$ cat src/hw/iwc_map.svh
// Register offsets, field positions, reset values and timing counts
// Assumes inclusion by bare name from the package and the design modules
`ifndef IWC_MAP_SVH
`define IWC_MAP_SVH
// Register indices, four bytes apart
`define IWC_GLOBAL_ADDR   12'h0060
`define IWC_SYS_ADDR      12'h0061
`define IWC_SUP_ADDR      12'h0062
`define IWC_TRX_ADDR      12'h0063
`define IWC_BANK0_ADDR    12'h0064
`define IWC_BANK1_ADDR    12'h0065
`define IWC_SYS_EN_ADDR   12'h0071
`define IWC_SUP_EN_ADDR   12'h0072
`define IWC_TRX_EN_ADDR   12'h0073
`define IWC_BANK0_EN_ADDR 12'h0074
`define IWC_BANK1_EN_ADDR 12'h0075
// Status groups
`define IWC_GROUPS        5
// System group bits
`define IWC_B_WDOG        0
`define IWC_B_SERIAL      1
`define IWC_B_OTEMP       2
`define IWC_B_PWRON       4
`define IWC_B_OVSD        5
// Supply group bits
`define IWC_B_MAINUV      0
`define IWC_B_EXTUV       1
`define IWC_B_EXTOV       2
`define IWC_B_BATUV       3
`define IWC_B_BATOV       4
`define IWC_B_SWCHG       5
// Transceiver group bits
`define IWC_B_CANWAKE     0
`define IWC_B_CANFAULT    1
`define IWC_B_LIN1WAKE    2
`define IWC_B_LIN2WAKE    3
`define IWC_B_CANSIL      4
`define IWC_B_PNERR       5
// Implemented bits, always-enabled bits, priority and regular masks
`define IWC_SYS_MASK      8'h37
`define IWC_SUP_MASK      8'h3F
`define IWC_TRX_MASK      8'h3F
`define IWC_SYS_ALWAYS    8'h31
`define IWC_TRX_ALWAYS    8'h20
`define IWC_SYS_PRIO      8'h24
`define IWC_SUP_PRIO      8'h39
`define IWC_TRX_REGULAR   8'h0D
`define IWC_RST_EN        8'h00
// Delay timer: time in us and cycles at 25 MHz
`define IWC_CLK_MHZ       25
`define IWC_DELAY_US      20
`define IWC_DELAY_CYC     (`IWC_DELAY_US * `IWC_CLK_MHZ)
`endif

$ cat src/hw/iwc_pkg.sv
// Types shared by the interrupt and wake controller
// Assumes iwc_map.svh on the include path
`include "iwc_map.svh"
package iwc_pkg;
   // Event strobes from the surrounding chip, one cycle each
   typedef struct packed {
      logic       wdog_overflow;
      logic       bad_wdog_mode;
      logic       bad_wdog_period;
      logic       bad_mode_code;
      logic       bad_frame_len;
      logic       locked_write;
      logic       otemp;
      logic       pn_error;
      logic       left_off;
      logic       ovsd;
      logic       main_uv;
      logic       ext_uv;
      logic       ext_ov;
      logic       bat_uv;
      logic       bat_ov;
      logic       can_wake;
      logic       lin1_wake;
      logic       lin2_wake;
      logic       can_silence;
      logic [3:0] hv_rise;
      logic [3:0] hv_fall;
      logic [3:0] hv_open;
      logic [3:0] hv_short;
   } iwc_events_t;
   // Level status from the surrounding chip
   typedef struct packed {
      logic       can_supply_state;
      logic       can_fault_state;
      logic       switcher_state;
      logic       main_reg_on;
      logic       can_active;
      logic       lin1_active;
      logic       lin2_active;
      logic [3:0] hv_wake_cfg;
      logic [3:0] hv_drv_on;
   } iwc_status_t;
   // Mode sequencer requests
   typedef enum logic [2:0] {
      IWC_REQ_NONE  = 3'b001,
      IWC_REQ_SLEEP = 3'b010,
      IWC_REQ_RESET = 3'b100
   } iwc_req_t;
endpackage

$ cat src/hw/iwc_delay_timer.sv
// Interrupt delay timer for the main request pin
// Assumes restart as a single-cycle input and stop as a level, both on core_clk_in
`timescale 1ns/1ps
`include "iwc_map.svh"
module iwc_delay_timer (
   // Clock and reset
   input  wire logic core_clk_in,
   input  wire logic rst_in,
   // Control
   input  wire logic restart_in,
   input  wire logic stop_in,
   // Status
   output logic      running_out
);
   localparam int unsigned CYC = `IWC_DELAY_CYC;
   logic [15:0] count_reg;
   logic [15:0] count_next;
   // Reset output low beats a restart; a clear mid-run reloads
   assign count_next = stop_in    ? 16'h0000 :
                       restart_in ? 16'(CYC) :
                       (count_reg != 16'h0000) ? count_reg - 16'h0001 : 16'h0000;
   always_ff @(posedge core_clk_in or posedge rst_in) begin
      if (rst_in) count_reg <= 16'h0000;
      else        count_reg <= count_next;
   end
   assign running_out = (count_reg != 16'h0000);
endmodule

$ cat src/hw/iwc_flag_group.sv
// One status group: sticky flags, write-one-to-clear, enable gating
// Assumes all inputs on core_clk_in
`timescale 1ns/1ps
module iwc_flag_group (
   // Clock and reset
   input  wire logic       core_clk_in,
   input  wire logic       rst_in,
   // Events and gating
   input  wire logic [7:0] event_in,
   input  wire logic [7:0] enable_in,
   input  wire logic [7:0] impl_mask_in,
   // Clear strobe
   input  wire logic       clear_we_in,
   input  wire logic [7:0] clear_bits_in,
   // Flags
   output logic [7:0]      flags_out,
   output logic            cleared_out
);
   logic [7:0] flags_reg;
   logic [7:0] set_w;
   logic [7:0] clr_w;
   // Disabled sources never latch; set wins over a same-cycle clear
   assign set_w = event_in & enable_in & impl_mask_in;
   assign clr_w = clear_we_in ? clear_bits_in : 8'h00;
   always_ff @(posedge core_clk_in or posedge rst_in) begin
      if (rst_in) flags_reg <= 8'h00;
      else        flags_reg <= (flags_reg & ~clr_w) | set_w;
   end
   assign flags_out   = flags_reg;
   assign cleared_out = |(clr_w & flags_reg);
endmodule

$ cat src/hw/iwc_top.sv
// Interrupt and wake aggregation with AHB-Lite register access
// Assumes event strobes on core_clk_in; the reset-output pin is synchronised here
//
// The implementer's own choices: the register addresses and the AHB-Lite register port.
`timescale 1ns/1ps
`include "iwc_map.svh"
module iwc_top (
   // Clock and reset
   input  wire logic                core_clk_in,
   input  wire logic                rst_in,
   // AHB-Lite slave
   input  wire logic                hsel_in,
   input  wire logic [11:0]         haddr_in,
   input  wire logic [1:0]          htrans_in,
   input  wire logic                hwrite_in,
   input  wire logic [2:0]          hsize_in,
   input  wire logic [31:0]         hwdata_in,
   input  wire logic                hready_in,
   output logic [31:0]              hrdata_out,
   output logic                     hreadyout_out,
   output logic                     hresp_out,
   // Chip events and status
   input  wire iwc_pkg::iwc_events_t events_in,
   input  wire iwc_pkg::iwc_status_t status_in,
   input  wire logic                sleep_mode_in,
   input  wire logic                reset_out_n_in,
   input  wire logic                sleep_cmd_in,
   // Open-drain request pins, enable high pulls low
   output logic                     irq_main_n_out,
   output logic                     irq_main_oe_out,
   output logic                     irq_priority_n_out,
   output logic                     irq_priority_oe_out,
   // Receive pin pull-downs on bus wake
   output logic                     can_receive_pin_oe_out,
   output logic                     lin1_receive_pin_oe_out,
   output logic                     lin2_receive_pin_oe_out,
   // Mode sequencer requests
   output iwc_pkg::iwc_req_t        mode_req_out,
   output logic                     wake_req_out
);
   localparam int G = `IWC_GROUPS;

   // Reset-output pin crosses from the pad: two flops
   logic reset_out_n_s1_reg;
   logic reset_out_n_s2_reg;
   always_ff @(posedge core_clk_in or posedge rst_in) begin
      if (rst_in) begin
         reset_out_n_s1_reg <= 1'b0;
         reset_out_n_s2_reg <= 1'b0;
      end else begin
         reset_out_n_s1_reg <= reset_out_n_in;
         reset_out_n_s2_reg <= reset_out_n_s1_reg;
      end
   end

   // Status edge detect: CAN fault rise and switcher change
   logic can_fault_prev_reg;
   logic sw_prev_reg;
   wire  can_fault_lvl = status_in.can_supply_state | status_in.can_fault_state;
   always_ff @(posedge core_clk_in or posedge rst_in) begin
      if (rst_in) begin
         can_fault_prev_reg <= 1'b0;
         sw_prev_reg        <= 1'b0;
      end else begin
         can_fault_prev_reg <= can_fault_lvl;
         sw_prev_reg        <= status_in.switcher_state;
      end
   end
   wire can_fault_rise = can_fault_lvl & ~can_fault_prev_reg;
   wire sw_change      = status_in.switcher_state ^ sw_prev_reg;

   // Raw event vectors per group
   logic [7:0] ev_w [G];
   wire serial_fault = events_in.bad_wdog_mode | events_in.bad_wdog_period |
                       events_in.bad_mode_code | events_in.bad_frame_len |
                       events_in.locked_write;
   assign ev_w[0] = {2'b00, events_in.ovsd, events_in.left_off, 1'b0,
                     events_in.otemp, serial_fault, events_in.wdog_overflow};
   assign ev_w[1] = {2'b00, sw_change, events_in.bat_ov, events_in.bat_uv,
                     events_in.ext_ov, events_in.ext_uv,
                     events_in.main_uv & status_in.main_reg_on & ~sleep_mode_in};
   assign ev_w[2] = {2'b00, events_in.pn_error, events_in.can_silence,
                     events_in.lin2_wake & ~status_in.lin2_active,
                     events_in.lin1_wake & ~status_in.lin1_active,
                     can_fault_rise,
                     events_in.can_wake & ~status_in.can_active};
   assign ev_w[3] = {events_in.hv_fall[3], events_in.hv_rise[3],
                     events_in.hv_fall[2], events_in.hv_rise[2],
                     events_in.hv_fall[1], events_in.hv_rise[1],
                     events_in.hv_fall[0], events_in.hv_rise[0]}
                    & {{2{status_in.hv_wake_cfg[3]}}, {2{status_in.hv_wake_cfg[2]}},
                       {2{status_in.hv_wake_cfg[1]}}, {2{status_in.hv_wake_cfg[0]}}};
   assign ev_w[4] = {events_in.hv_short[3], events_in.hv_open[3],
                     events_in.hv_short[2], events_in.hv_open[2],
                     events_in.hv_short[1], events_in.hv_open[1],
                     events_in.hv_short[0], events_in.hv_open[0]}
                    & {{2{status_in.hv_drv_on[3]}}, {2{status_in.hv_drv_on[2]}},
                       {2{status_in.hv_drv_on[1]}}, {2{status_in.hv_drv_on[0]}}};

   // Implemented bits, always-on bits, priority and regular classes
   logic [7:0] mask_w [G];
   logic [7:0] always_w [G];
   logic [7:0] prio_w [G];
   logic [7:0] regular_w [G];
   assign mask_w[0] = `IWC_SYS_MASK;
   assign mask_w[1] = `IWC_SUP_MASK;
   assign mask_w[2] = `IWC_TRX_MASK;
   assign mask_w[3] = 8'hFF;
   assign mask_w[4] = 8'hFF;
   assign always_w[0] = `IWC_SYS_ALWAYS;
   assign always_w[1] = 8'h00;
   assign always_w[2] = `IWC_TRX_ALWAYS;
   assign always_w[3] = 8'h00;
   assign always_w[4] = 8'h00;
   assign prio_w[0] = `IWC_SYS_PRIO;
   assign prio_w[1] = `IWC_SUP_PRIO;
   assign prio_w[2] = 8'h00;
   assign prio_w[3] = 8'h00;
   assign prio_w[4] = 8'h00;
   assign regular_w[0] = 8'h00;
   assign regular_w[1] = 8'h00;
   assign regular_w[2] = `IWC_TRX_REGULAR;
   assign regular_w[3] = 8'hFF;
   assign regular_w[4] = 8'h00;

   // AHB-Lite address phase capture; zero-wait slave
   logic        wr_pend_reg;
   logic [11:0] addr_reg;
   wire         take = hsel_in & hready_in & htrans_in[1];
   always_ff @(posedge core_clk_in or posedge rst_in) begin
      if (rst_in) begin
         wr_pend_reg <= 1'b0;
         addr_reg    <= 12'h000;
      end else begin
         wr_pend_reg <= take & hwrite_in;
         addr_reg    <= take ? haddr_in : addr_reg;
      end
   end
   assign hreadyout_out = 1'b1;
   assign hresp_out     = 1'b0;
   wire   [11:0] idx_w  = {2'b00, addr_reg[11:2]};                    // Byte address over four

   // Enable registers, software written
   logic [7:0] en_reg [G];
   logic [7:0] flags_w [G];
   logic [G-1:0] cleared_w;
   logic [G-1:0] any_w;
   logic [G-1:0] prio_any_w;
   logic [G-1:0] reg_en_w;
   logic [G-1:0] st_hit_w;
   logic [G-1:0] en_hit_w;
   wire  [11:0] st_base [G] = '{`IWC_SYS_ADDR, `IWC_SUP_ADDR, `IWC_TRX_ADDR,
                                `IWC_BANK0_ADDR, `IWC_BANK1_ADDR};
   wire  [11:0] en_base [G] = '{`IWC_SYS_EN_ADDR, `IWC_SUP_EN_ADDR, `IWC_TRX_EN_ADDR,
                                `IWC_BANK0_EN_ADDR, `IWC_BANK1_EN_ADDR};

   // Per-group flags, enables and decode
   for (genvar g = 0; g < G; g++) begin : grp
      assign st_hit_w[g] = (idx_w == st_base[g]);
      assign en_hit_w[g] = (idx_w == en_base[g]);
      always_ff @(posedge core_clk_in or posedge rst_in) begin
         if (rst_in) en_reg[g] <= `IWC_RST_EN;
         else if (wr_pend_reg & en_hit_w[g]) en_reg[g] <= hwdata_in[7:0] & mask_w[g];
      end
      iwc_flag_group u_flags (
         .core_clk_in   (core_clk_in),
         .rst_in        (rst_in),
         .event_in      (ev_w[g]),
         .enable_in     (en_reg[g] | always_w[g]),
         .impl_mask_in  (mask_w[g]),
         .clear_we_in   (wr_pend_reg & st_hit_w[g]),
         .clear_bits_in (hwdata_in[7:0]),
         .flags_out     (flags_w[g]),
         .cleared_out   (cleared_w[g])
      );
      assign any_w[g]      = |flags_w[g];
      assign prio_any_w[g] = |(flags_w[g] & prio_w[g]);
      assign reg_en_w[g]   = |(en_reg[g] & regular_w[g]);
   end

   // Read mux, combinational on the address captured for the data phase
   wire global_hit = (idx_w == `IWC_GLOBAL_ADDR);
   logic [7:0] rd_w;
   always_comb begin
      rd_w = global_hit ? {3'b000, any_w} : 8'h00;
      for (int i = 0; i < G; i++) begin
         if (st_hit_w[i]) rd_w = flags_w[i];
         if (en_hit_w[i]) rd_w = en_reg[i];
      end
   end
   assign hrdata_out = {24'h000000, rd_w};

   // Summaries
   wire any_pending = |any_w;
   wire any_cleared = |cleared_w;
   wire prio_pend   = |prio_any_w;
   wire any_reg_en  = |reg_en_w;

   // Delay timer on the main request pin only
   logic timer_run;
   iwc_delay_timer u_timer (
      .core_clk_in (core_clk_in),
      .rst_in      (rst_in),
      .restart_in  (any_cleared),
      .stop_in     (~reset_out_n_s2_reg),
      .running_out (timer_run)
   );

   // Request pins, registered; main freed on any clear and while the delay runs, priority freed when its flags clear
   always_ff @(posedge core_clk_in or posedge rst_in) begin
      if (rst_in) begin
         irq_main_oe_out     <= 1'b0;
         irq_priority_oe_out <= 1'b0;
      end else begin
         irq_main_oe_out     <= any_pending & ~timer_run & ~any_cleared;
         irq_priority_oe_out <= prio_pend;
      end
   end
   assign irq_main_n_out     = 1'b0;
   assign irq_priority_n_out = 1'b0;

   // Receive pins held low while the matching wake flag pends
   assign can_receive_pin_oe_out  = flags_w[2][`IWC_B_CANWAKE];
   assign lin1_receive_pin_oe_out = flags_w[2][`IWC_B_LIN1WAKE];
   assign lin2_receive_pin_oe_out = flags_w[2][`IWC_B_LIN2WAKE];

   // Sleep protection and wake; second watchdog overflow forces reset
   wire wdog_again = events_in.wdog_overflow & flags_w[0][`IWC_B_WDOG];
   iwc_pkg::iwc_req_t req_next;
   always_comb begin
      req_next = iwc_pkg::IWC_REQ_NONE;
      if (wdog_again) req_next = iwc_pkg::IWC_REQ_RESET;
      else if (sleep_cmd_in) begin
         if (any_pending | ~any_reg_en) req_next = iwc_pkg::IWC_REQ_RESET;
         else req_next = iwc_pkg::IWC_REQ_SLEEP;
      end
   end
   always_ff @(posedge core_clk_in or posedge rst_in) begin
      if (rst_in) begin
         mode_req_out <= iwc_pkg::IWC_REQ_NONE;
         wake_req_out <= 1'b0;
      end else begin
         mode_req_out <= req_next;
         wake_req_out <= sleep_mode_in & any_pending;
      end
   end
endmodule

$ cat config.mk
export PLATFORM = sky130hd
export DESIGN_NAME = iwc_top
export DESIGN_NICKNAME = d
export VERILOG_FILES = /design/src/hw/iwc_pkg.sv /design/src/hw/iwc_delay_timer.sv /design/src/hw/iwc_flag_group.sv /design/src/hw/iwc_top.sv
export VERILOG_INCLUDE_DIRS = /design/src /design/src/hw
export SDC_FILE = /design/constraint.sdc
export NUM_CORES = 1
export LEC_CHECK = 0
export ABC_AREA = 0
export CORE_UTILIZATION = 38
export CTS_BUF_LIST = sky130_fd_sc_hd__clkbuf_16
export DETAILED_ROUTE_END_ITERATION = 12
export DONT_BUFFER_PORTS = 1
export GPL_TIMING_DRIVEN = 1
export PLACE_DENSITY = 0.54
export SYNTH_ARGS = -nofsm -noshare
export SYNTH_HDL_FRONTEND = slang
export SYNTH_SLANG_ARGS = --single-unit
$ cat constraint.sdc
create_clock -name core_clk_in -period 2.9 [get_ports core_clk_in]
set_input_delay 0.145 -clock core_clk_in [delete_from_list [all_inputs] [get_ports core_clk_in]]
set_output_delay 0.145 -clock core_clk_in [all_outputs]
set_load 0.02 [all_outputs]
==> flow_summary.toml, run 1 <==
[setup_path]
path_cells = "buf_4 > or4b_1 > o21ai_0 > o2bb2ai_1 > a211oi_1 > o221ai_1 > a21oi_1 > buf_4"
crit_fanout = 15
crit_arrival_ns = 2.67
max_stage_delay_ns = 0.58
crit_top_cell = "buf_4"
cp.required_ns = 2.76
cp_top_family = "compound AO/OA/AOI/OAI gates"
r2r_cells = 6
cp_num_buf_inv = 2
endpoint_kind = "output port"
critPathLaunchType = "register"
critPathKind = "register to output port"
cp_slowest_cell = "or4b_1"
crit_cells = 8

[floorplan]
die_x_um = 128
die_area_um2 = 16300
start_util_pct = 39.2
num_rows = 45
die-height_um = 128
io_pins = 152
core_um2 = 15300

[clocking]
htree_levels = 3
cts_root_buf = "clkbuf_16"
path_clk_slew_ns = 0.06
clock-sinks = 110
insertion_delay_ns = 0.35
cts_tree = "built"
cts_buffer_depth = 2
cts_setup_buffers = 0
cts_buffers = 9

[global_route]
grt_pass1_wl_um = 30900
grtUsageTotal_pct = 25.9
grt_max_degree = 59
grt_pass1_vias = 5161
antenna_found_initial = 0
overflow = 0

[cells_and_area]
antenna-diode-count = 0
layout_common_cells = "dfrtp_1, dlygate4sd3_1, nand2_1"
seq_area_um2 = 2760
final_cell_count_no_fill = 902
stdcell_area_um2 = 7300
layout.nets = 794
multiInputGateArea_um2 = 2950
largest_register_ffs = 40
syn_to_final_growth_pct = 21.6
n_fill_cell = 1444
final_common_cell = "dfrtp_1"
layout-drive-gt1-share_pct = 13.7

[drt]
drt_wl_total_um = 20400
avgRoutedWirePerCell_um = 22.7
viasPerCell = 5.84
ant_nets = 0
drt_iter0_drc = 478
met1Wirelength_um = 8740
drc_errors = 0
drtPass1Iterations = 5
wl_met3_um = 1530
dr.max_layer_used = "met4"
vias = 5266
wl_met2_um = 9680

[sta]
skew_ns = 0.00494
slew_viol_final = 0
finalCriticalPeriod_ns = 2.82
layout_setup_ws_ns = 0.0814
fmax_mhz = 355
finalCritPeriodShare_pct = 97.2
setup_viol = 0
relSlewSlack_pct = 38.5
hold_viol = 0
tightest_slew_ns = 0.921
tns_ns = 0
rsz0062_at_grt = "no"

[pwr]
peakVddDrop_uv = 341
leakage_uw = 0.00284
power_density_nw_per_um2 = 560

[placement]
pre_cts_ws_ns = 0.454
dpl.hpwl_um = 13800
portBuffers = 0
place_area_um2 = 6250
gp_congestion = 0.915
dpl.cell_count = 807

[synth]
ys_types = 70
syn_avg_cell_area_um2 = 9.98
ys.flop_type = "dfrtp_1"
synth_area_um2 = 6010
synthArstFlopShare_pct = 100
ys_ff_latch = 110
yosysSeqAreaShare_pct = 45.8
synth_edf_count = 0
synthCells = 602
yosysWarnings = 0

[status]
status = "completed"

[flow_run]
drv_cap = 0

[worst_hold_path]
hold_class = "primary input to register"
hold_depth = 2
[final timing paths]
path                                    start                          end  slack (ns)
max in group asynchronous              rst_in                   en_reg[10]        1.64
max                               addr_reg[4]                hrdata_out[0]        0.08
min                              hwdata_in[7]  grp[3].u_flags.flags_out[7]        0.01
min in group asynchronous              rst_in                   en_reg[33]        0.46
min reg2reg                reset_out_n_s1_reg           reset_out_n_s2_reg        0.35
max reg2reg                       addr_reg[4]  grp[1].u_flags.flags_out[0]        0.15
[timing repair]
action	in CTS	in global routing
hold endpoints to repair	125	0
hold buffers	79	0
endpoints found under the setup margin	0	17
resized for setup	0	4
[area by class of cell]
| class | count | share of cell area, % |
|---|---|---|
| inverter | 16 | 0.874 |
| tap | 211 | 3.61 |
| sequential | 110 | 37.7 |
| clock buffer | 9 | 3.08 |
| multi-input combinational | 441 | 40.4 |
| timing repair buffer | 108 | 14.0 |
| clock inverter | 7 | 0.360 |
[cell families (layout without fill, tap and decap cells)]
kind of cell               count (synthesis)  after routing  synth area share (%)
and+or+nand+nor                          201            201                  17.7
other                                      2             28                 0.125
xor gates and xnor gates                  13             13                  1.90
buffers and inverters                     77            140                  6.85
AOI/OAI and AO/OA                        152            152                  18.8
DFF                                      110            110                  45.8
muxes                                     46             46                  8.52
adders and majority gates                  1              1                 0.208
[synthesized netlist by cell type (3+ instances only)]
library cell / instances / area, µm²
dfrtp_1: 109 / 2730
nand2_1: 60 / 225
mux2_2: 41 / 462
nor2_1: 40 / 150
buf_4: 28 / 210
a21oi_1: 27 / 135
o21ai_0: 23 / 115
clkbuf_1: 22 / 82.6
a32o_1: 21 / 210
inv_1: 16 / 60.1
nand3_1: 15 / 75.1
a22oi_1: 14 / 105
nor4_1: 12 / 75.1
nor3_1: 11 / 55.1
a22o_1: 10 / 87.6
nand3b_1: 8 / 60.1
xnor2_1: 8 / 70.1
buf_2: 7 / 35.0
nor2b_1: 7 / 43.8
a21boi_0: 6 / 45.0
nor3b_1: 6 / 45.0
o21a_1: 6 / 45.0
or3_1: 6 / 37.5
a21o_1: 5 / 37.5
a222oi_1: 5 / 50.1
mux2i_1: 5 / 50.1
nand2b_1: 5 / 31.3
nand4_1: 5 / 31.3
o22ai_1: 5 / 31.3
xor2_1: 5 / 43.8
o221ai_1: 4 / 35.0
and3_1: 3 / 18.8
o2111ai_1: 3 / 26.3
o211ai_1: 3 / 22.5
o2bb2ai_1: 3 / 26.3
or4b_1: 3 / 30.0
[routing by layer]
layer	global-route usage, %	vias to the layer above
met5	0	-
met4	8.86	0
met3	6.34	33
met2	41.9	254
met1	33.8	2634
li1	-	2345
[power breakdown]
| part | switching, µW | leakage [µW] | internal, µW |
|---|---|---|---|
| Combinational | 673 | 0.00150 | 508 |
| Clock | 531 | 0.000129 | 562 |
| Sequential | 154 | 0.00121 | 1660 |
| Total | 1360 | 0.00284 | 2730 |
[metrics by stage]
| step | hold WS, ns | utilization, % | power (µW) |
|---|---|---|---|
| finish | 0.00959 | 47.7 | 4090 |
| global route | 0.0120 | 47.7 | 4310 |
| CTS | 0.00426 | 47.6 | 4110 |
| detailed placement | 0.177 | 40.8 | 2920 |
| global placement | 0.176 | 40.8 | 2890 |
| floorplan | 0.176 | - | 2690 |
(Power assumes the default switching activity.)
==> run 2, diff against run 1 <==
--- a/config.mk
+++ b/config.mk
@@ -7,12 +7,12 @@
 export NUM_CORES = 1
 export LEC_CHECK = 0
 export ABC_AREA = 0
+export BUFFER_PORTS_ARGS = -buffer_cell sky130_fd_sc_hd__buf_2
 export CORE_UTILIZATION = 38
 export CTS_BUF_LIST = sky130_fd_sc_hd__clkbuf_16
 export DETAILED_ROUTE_END_ITERATION = 12
-export DONT_BUFFER_PORTS = 1
 export GPL_TIMING_DRIVEN = 1
-export PLACE_DENSITY = 0.54
+export PLACE_DENSITY = 0.63
 export SYNTH_ARGS = -nofsm -noshare
 export SYNTH_HDL_FRONTEND = slang
 export SYNTH_SLANG_ARGS = --single-unit
==> run 2 against run 1 <==
  * Utilization down 1.1 points
  * Sequential power barely moved
  * First-iteration DRC count is 10% lower
  * Critical path type unchanged
  * Largest power group unchanged
==> flow_summary.toml, run 2 (synthesized netlist as in run 1, its figures left out) <==
[status]
status = "completed"

[drt]
ant_nets = 0
drc_errors = 0
avgRoutedWirePerCell_um = 20.1
drt_wl_total_um = 18600
vias = 5225
viasPerCell = 5.64
drt_iter0_drc = 429
drtPass1Iterations = 6

[pwr]
leakage_uw = 0.00299
switching_power_uw = 1440
intPower_uw = 2770
power.share.clock_pct = 28.2
comb_power_share_pct = 28.8
swShare_pct = 34.2
p_total_uw = 4200
peakVddDrop_uv = 268
seq_power_share_pct = 43.0
power_density_nw_per_um2 = 590

[cells_and_area]
largest_register_ffs = 40
layout.nets = 819
syn_to_final_growth_pct = 18.6
stdcell_area_um2 = 7130
layout-drive-gt1-share_pct = 26.7
layout_common_cells = "dfrtp_1, buf_2, nand2_1"
final_common_cell = "dfrtp_1"
antenna-diode-count = 0

[setup_path]
cp_top_family = "compound AO/OA/AOI/OAI gates"
crit_arrival_ns = 2.60
endpoint_kind = "output port"
max_stage_delay_ns = 0.54
crit_fanout = 21
cp_num_buf_inv = 2
r2r_slack_ns = 0.38
cp.required_ns = 2.76
path_cells = "buf_4 > or4b_1 > o21ai_0 > o2bb2ai_1 > a211oi_1 > o221ai_1 > a21oi_1 > buf_2"
cp_slowest_cell = "dfrtp_1"
critPathLaunchType = "register"
critPathKind = "register to output port"

[global_route]
grt_pass1_wl_um = 29000
antenna_found_initial = 0
overflow = 0
grt_pass1_vias = 5120
grtUsageTotal_pct = 23.6
grt_max_degree = 71

[worst_hold_path]
hold_class = "primary input to register"

[sta]
skew_ns = 0.0127
rsz0062_at_grt = "no"
tns_ns = 0
tightest_slew_ns = 0.772
slew_viol_final = 0
fmax_mhz = 365
finalCritPeriodShare_pct = 94.6
relSlewSlack_pct = 48.4
finalCriticalPeriod_ns = 2.74
setup_viol = 0
hold_viol = 0

[floorplan]
num_rows = 45
io_pins = 152
die_area_um2 = 16300
die-height_um = 128
core_um2 = 15300
start_util_pct = 39.2
die_x_um = 128

[clocking]
htree_levels = 3
path_clk_slew_ns = 0.07
cts_buffer_depth = 2
clock-sinks = 110
cts_tree = "built"
insertion_delay_ns = 0.36
cts_root_buf = "clkbuf_16"
cts_setup_buffers = 0
cts_buffers = 9

[placement]
portBuffers = 93
place_area_um2 = 6720
gp_congestion = 0.941
dpl.hpwl_um = 13800

[flow_run]
drv_cap = 0
[run 2: worst reg2reg max path: cells and delay by family, from the launching register on]
kind | cells | cell delay [ns]
simple gates | 3 | 1.15
compound gates | 3 | 0.69
flops | 1 | 0.56
[run 2: cell type report]
cell class | count | area, µm²
clock buffers | 9 | 225
flip-flops and latches | 110 | 2760
repair buffers | 133 | 821
inverters | 16 | 63.8
multi-input cells | 441 | 2940
fillers | 1461 | 8190
clock inverters | 7 | 56.3
well taps | 211 | 264
[run 2: power groups by stage]
stage | clock network (µW) | registers [µW] | logic [µW]
global route | 1270 | 1820 | 1330
finish | 1190 | 1810 | 1210
detailed placement | 0 | 1830 | 1190
CTS | 1220 | 1800 | 1210
floorplan | 0 | 1770 | 919
global placement | 0 | 1820 | 1160
[run 2: worst paths after layout]
kind,to,startpoint,cells after the start
worst max-delay path,hrdata_out[0],addr_reg[2],8
worst min-delay path,addr_reg[2],haddr_in[2],2
worst max register to register,u_timer.count_reg[10],addr_reg[3],6
worst min register to register,reset_out_n_s2_reg,reset_out_n_s1_reg,0
max in group asynchronous,addr_reg[4],rst_in,4
min in group asynchronous,sw_prev_reg,rst_in,3
[run 2: stage by stage]
| stage | setup slack, ns | hold slack, ns | cells | util, % |
|---|---|---|---|---|
| after floorplan | 0.705 | 0.176 | 628 | - |
| after global placement | 0.413 | 0.0846 | 899 | 43.9 |
| after detailed placement | 0.392 | 0.0872 | 899 | 43.9 |
| after CTS | 0.112 | 0.00796 | 927 | 46.5 |
| after global routing | 0.0000313 | 0.0176 | 927 | 46.5 |
| final | 0.158 | 0.0129 | 927 | 46.5 |
[run 2: repair_timing]
action	CTS	global route
resized for setup	0	2
setup endpoints to repair	0	1
hold buffers	12	0
endpoints found under the hold margin	16	0
[run 2: metal layers]
metal	up-vias	global-route usage, %	routed length, µm	share of wire (%)
li1	2397	-	-	-
met1	2565	32.1	8360	45
met2	234	38.5	8720	47
met3	29	3.46	1160	6.2
met4	0	8.30	408	2.2
met5	-	0	0	0
==> run 3, diff against run 2 <==
--- a/config.mk
+++ b/config.mk
@@ -8,6 +8,7 @@
 export LEC_CHECK = 0
 export ABC_AREA = 0
 export BUFFER_PORTS_ARGS = -buffer_cell sky130_fd_sc_hd__buf_2
+export CORE_ASPECT_RATIO = 0.8
 export CORE_UTILIZATION = 38
 export CTS_BUF_LIST = sky130_fd_sc_hd__clkbuf_16
 export DETAILED_ROUTE_END_ITERATION = 12
==> run 3 against run 2 <==
  * Sequential power hardly changed
  * Largest power group unchanged
  * Clock power is 9% higher
  * Critical path depth stayed put
  * Die area hardly changed
==> flow_summary.toml, run 3 (synthesized netlist as in run 1, its figures left out) <==
[floorplan]
core_um2 = 15200
io_pins = 152
die_x_um = 143
die-height_um = 114
die_area_um2 = 16300
start_util_pct = 39.5
num_rows = 40

[global_route]
met2_usage_pct = 37.5
grt_max_degree = 59
grt_pass1_wl_um = 30100
use_met3_pct = 6.32
antenna_found_initial = 0
overflow = 0
met1_usage_pct = 35.1
grt_most_used_layer = "met2"
grt_pass1_vias = 5255
grtUsageTotal_pct = 24.9

[setup_path]
path_cells = "buf_4 > nand2b_1 > nor3_4 > nand3_1 > a41oi_1 > o211ai_1 > o21ai_0 > buf_2"
critPathKind = "register to output port"
cp_slowest_cell = "dfrtp_1"
cp_top_family = "simple AND/OR/NAND/NOR gates"
r2r_slack_ns = 0.40
crit_arrival_ns = 2.65
endpoint_kind = "output port"
cp_num_buf_inv = 2
max_stage_delay_ns = 0.57
crit_fanout = 16
critPathLaunchType = "register"
cp.required_ns = 2.76

[cells_and_area]
antenna-diode-count = 0
syn_to_final_growth_pct = 17.6
final_common_cell = "dfrtp_1"
n_fill_cell = 1497
largest_register_ffs = 40
fin_util_pct = 46.5
layout_common_cells = "dfrtp_1, buf_2, nand2_1"
layout.nets = 807
layout-drive-gt1-share_pct = 26.4

[status]
status = "completed"

[clocking]
cts_tree = "built"
cts_root_buf = "clkbuf_16"
cts_buffer_depth = 2
path_clk_slew_ns = 0.07
insertion_delay_ns = 0.36
cts_buffers = 9
htree_levels = 3
clock-sinks = 110

[sta]
layout_setup_ws_ns = 0.104
relSlewSlack_pct = 44.1
finalCritPeriodShare_pct = 96.4
setup_viol = 0
skew_ns = 0.00792
finalCriticalPeriod_ns = 2.80
fmax_mhz = 358
hold_slack_ns = 0.00452
rsz0062_at_grt = "yes"
hold_viol = 0
slew_viol_final = 0
tightest_slew_ns = 0.836

[pwr]
peakVddDrop_uv = 309
p_total_uw = 4310
leakage_uw = 0.00296
power_density_nw_per_um2 = 610

[flow_run]
drv_cap = 0

[placement]
dpl.hpwl_um = 13800
pre_cts_ws_ns = 0.423
gp_congestion = 0.970
portBuffers = 93

[drt]
drc_errors = 0
drt_wl_total_um = 19100
ant_nets = 0
vias = 5310
drtPass1Iterations = 7
drt_iter0_drc = 619
avgRoutedWirePerCell_um = 21.0
viasPerCell = 5.82

[worst_hold_path]
hold_class = "primary input to register"
==> run 3: cell count changes in the layout (fill, tap and decap cells not counted) <==
cell           delta
buf_4             -9
dlygate4sd3_1     -3
bufinv_16         +2
inv_6             -2
nor2b_1           -2
nor2b_2           +2
or4b_1            -2
or4b_4            +2
clkinv_2          +1
clkinv_4          -1
clkinvlp_4        -1
inv_8             -1
o221ai_1          -1
o221ai_2          +1
==> run 3: worst paths after layout <==
check,from,endpoint,cells past startpoint
max,addr_reg[3],hrdata_out[4],8
min,status_in[13],can_fault_prev_reg,2
max reg2reg,addr_reg[3],en_reg[14],6
min reg2reg,reset_out_n_s1_reg,reset_out_n_s2_reg,0
max in group asynchronous,rst_in,grp[2].u_flags.flags_out[4],4
min in group asynchronous,rst_in,wake_req_out,3
==> run 3: final cells by class <==
cell class                      count  area (µm²)  share of cell area [%]
Multi-Input combinational cell    441        2960                    41.9
Timing Repair Buffer              121         723                    10.2
Inverter                           16        63.8                   0.903
Clock buffer                        9         225                    3.19
Clock inverter                      5        76.3                    1.08
Tap cell                          210         263                    3.72
Sequential cell                   110        2760                    39.0
==> run 3: repair_timing <==
action                     in CTS  in global routing
setup endpoints to repair       0                  6
resized for setup               0                  7
buffers inserted                0                  2
hold endpoints to repair       41                  0
hold buffers                    9                  0
==> run 3: stage by stage <==
step	std cells	TNS (ns)	instance area [µm²]
2_1_floorplan	628	0	6110
3_3_place_gp	887	0	6640
3_5_place_dp	887	0	6640
4_1_cts	910	0	7030
5_1_grt	912	-0.0425	7070
6_report	912	0	7070
==> run 3: where the power goes <==
group / internal (µW) / switching [µW] / leakage [µW]
Sequential: 1660 / 156 / 0.00121
Clock: 743 / 554 / 0.000145
Combinational: 500 / 702 / 0.00161
Total: 2900 / 1410 / 0.00296
==> run 3: layer usage <==
metal  vias up  routed length (µm)
met5         -                   0
met4         0                 402
met3        30                1770
met2       285                8430
met1      2630                8530
li1       2365                   -
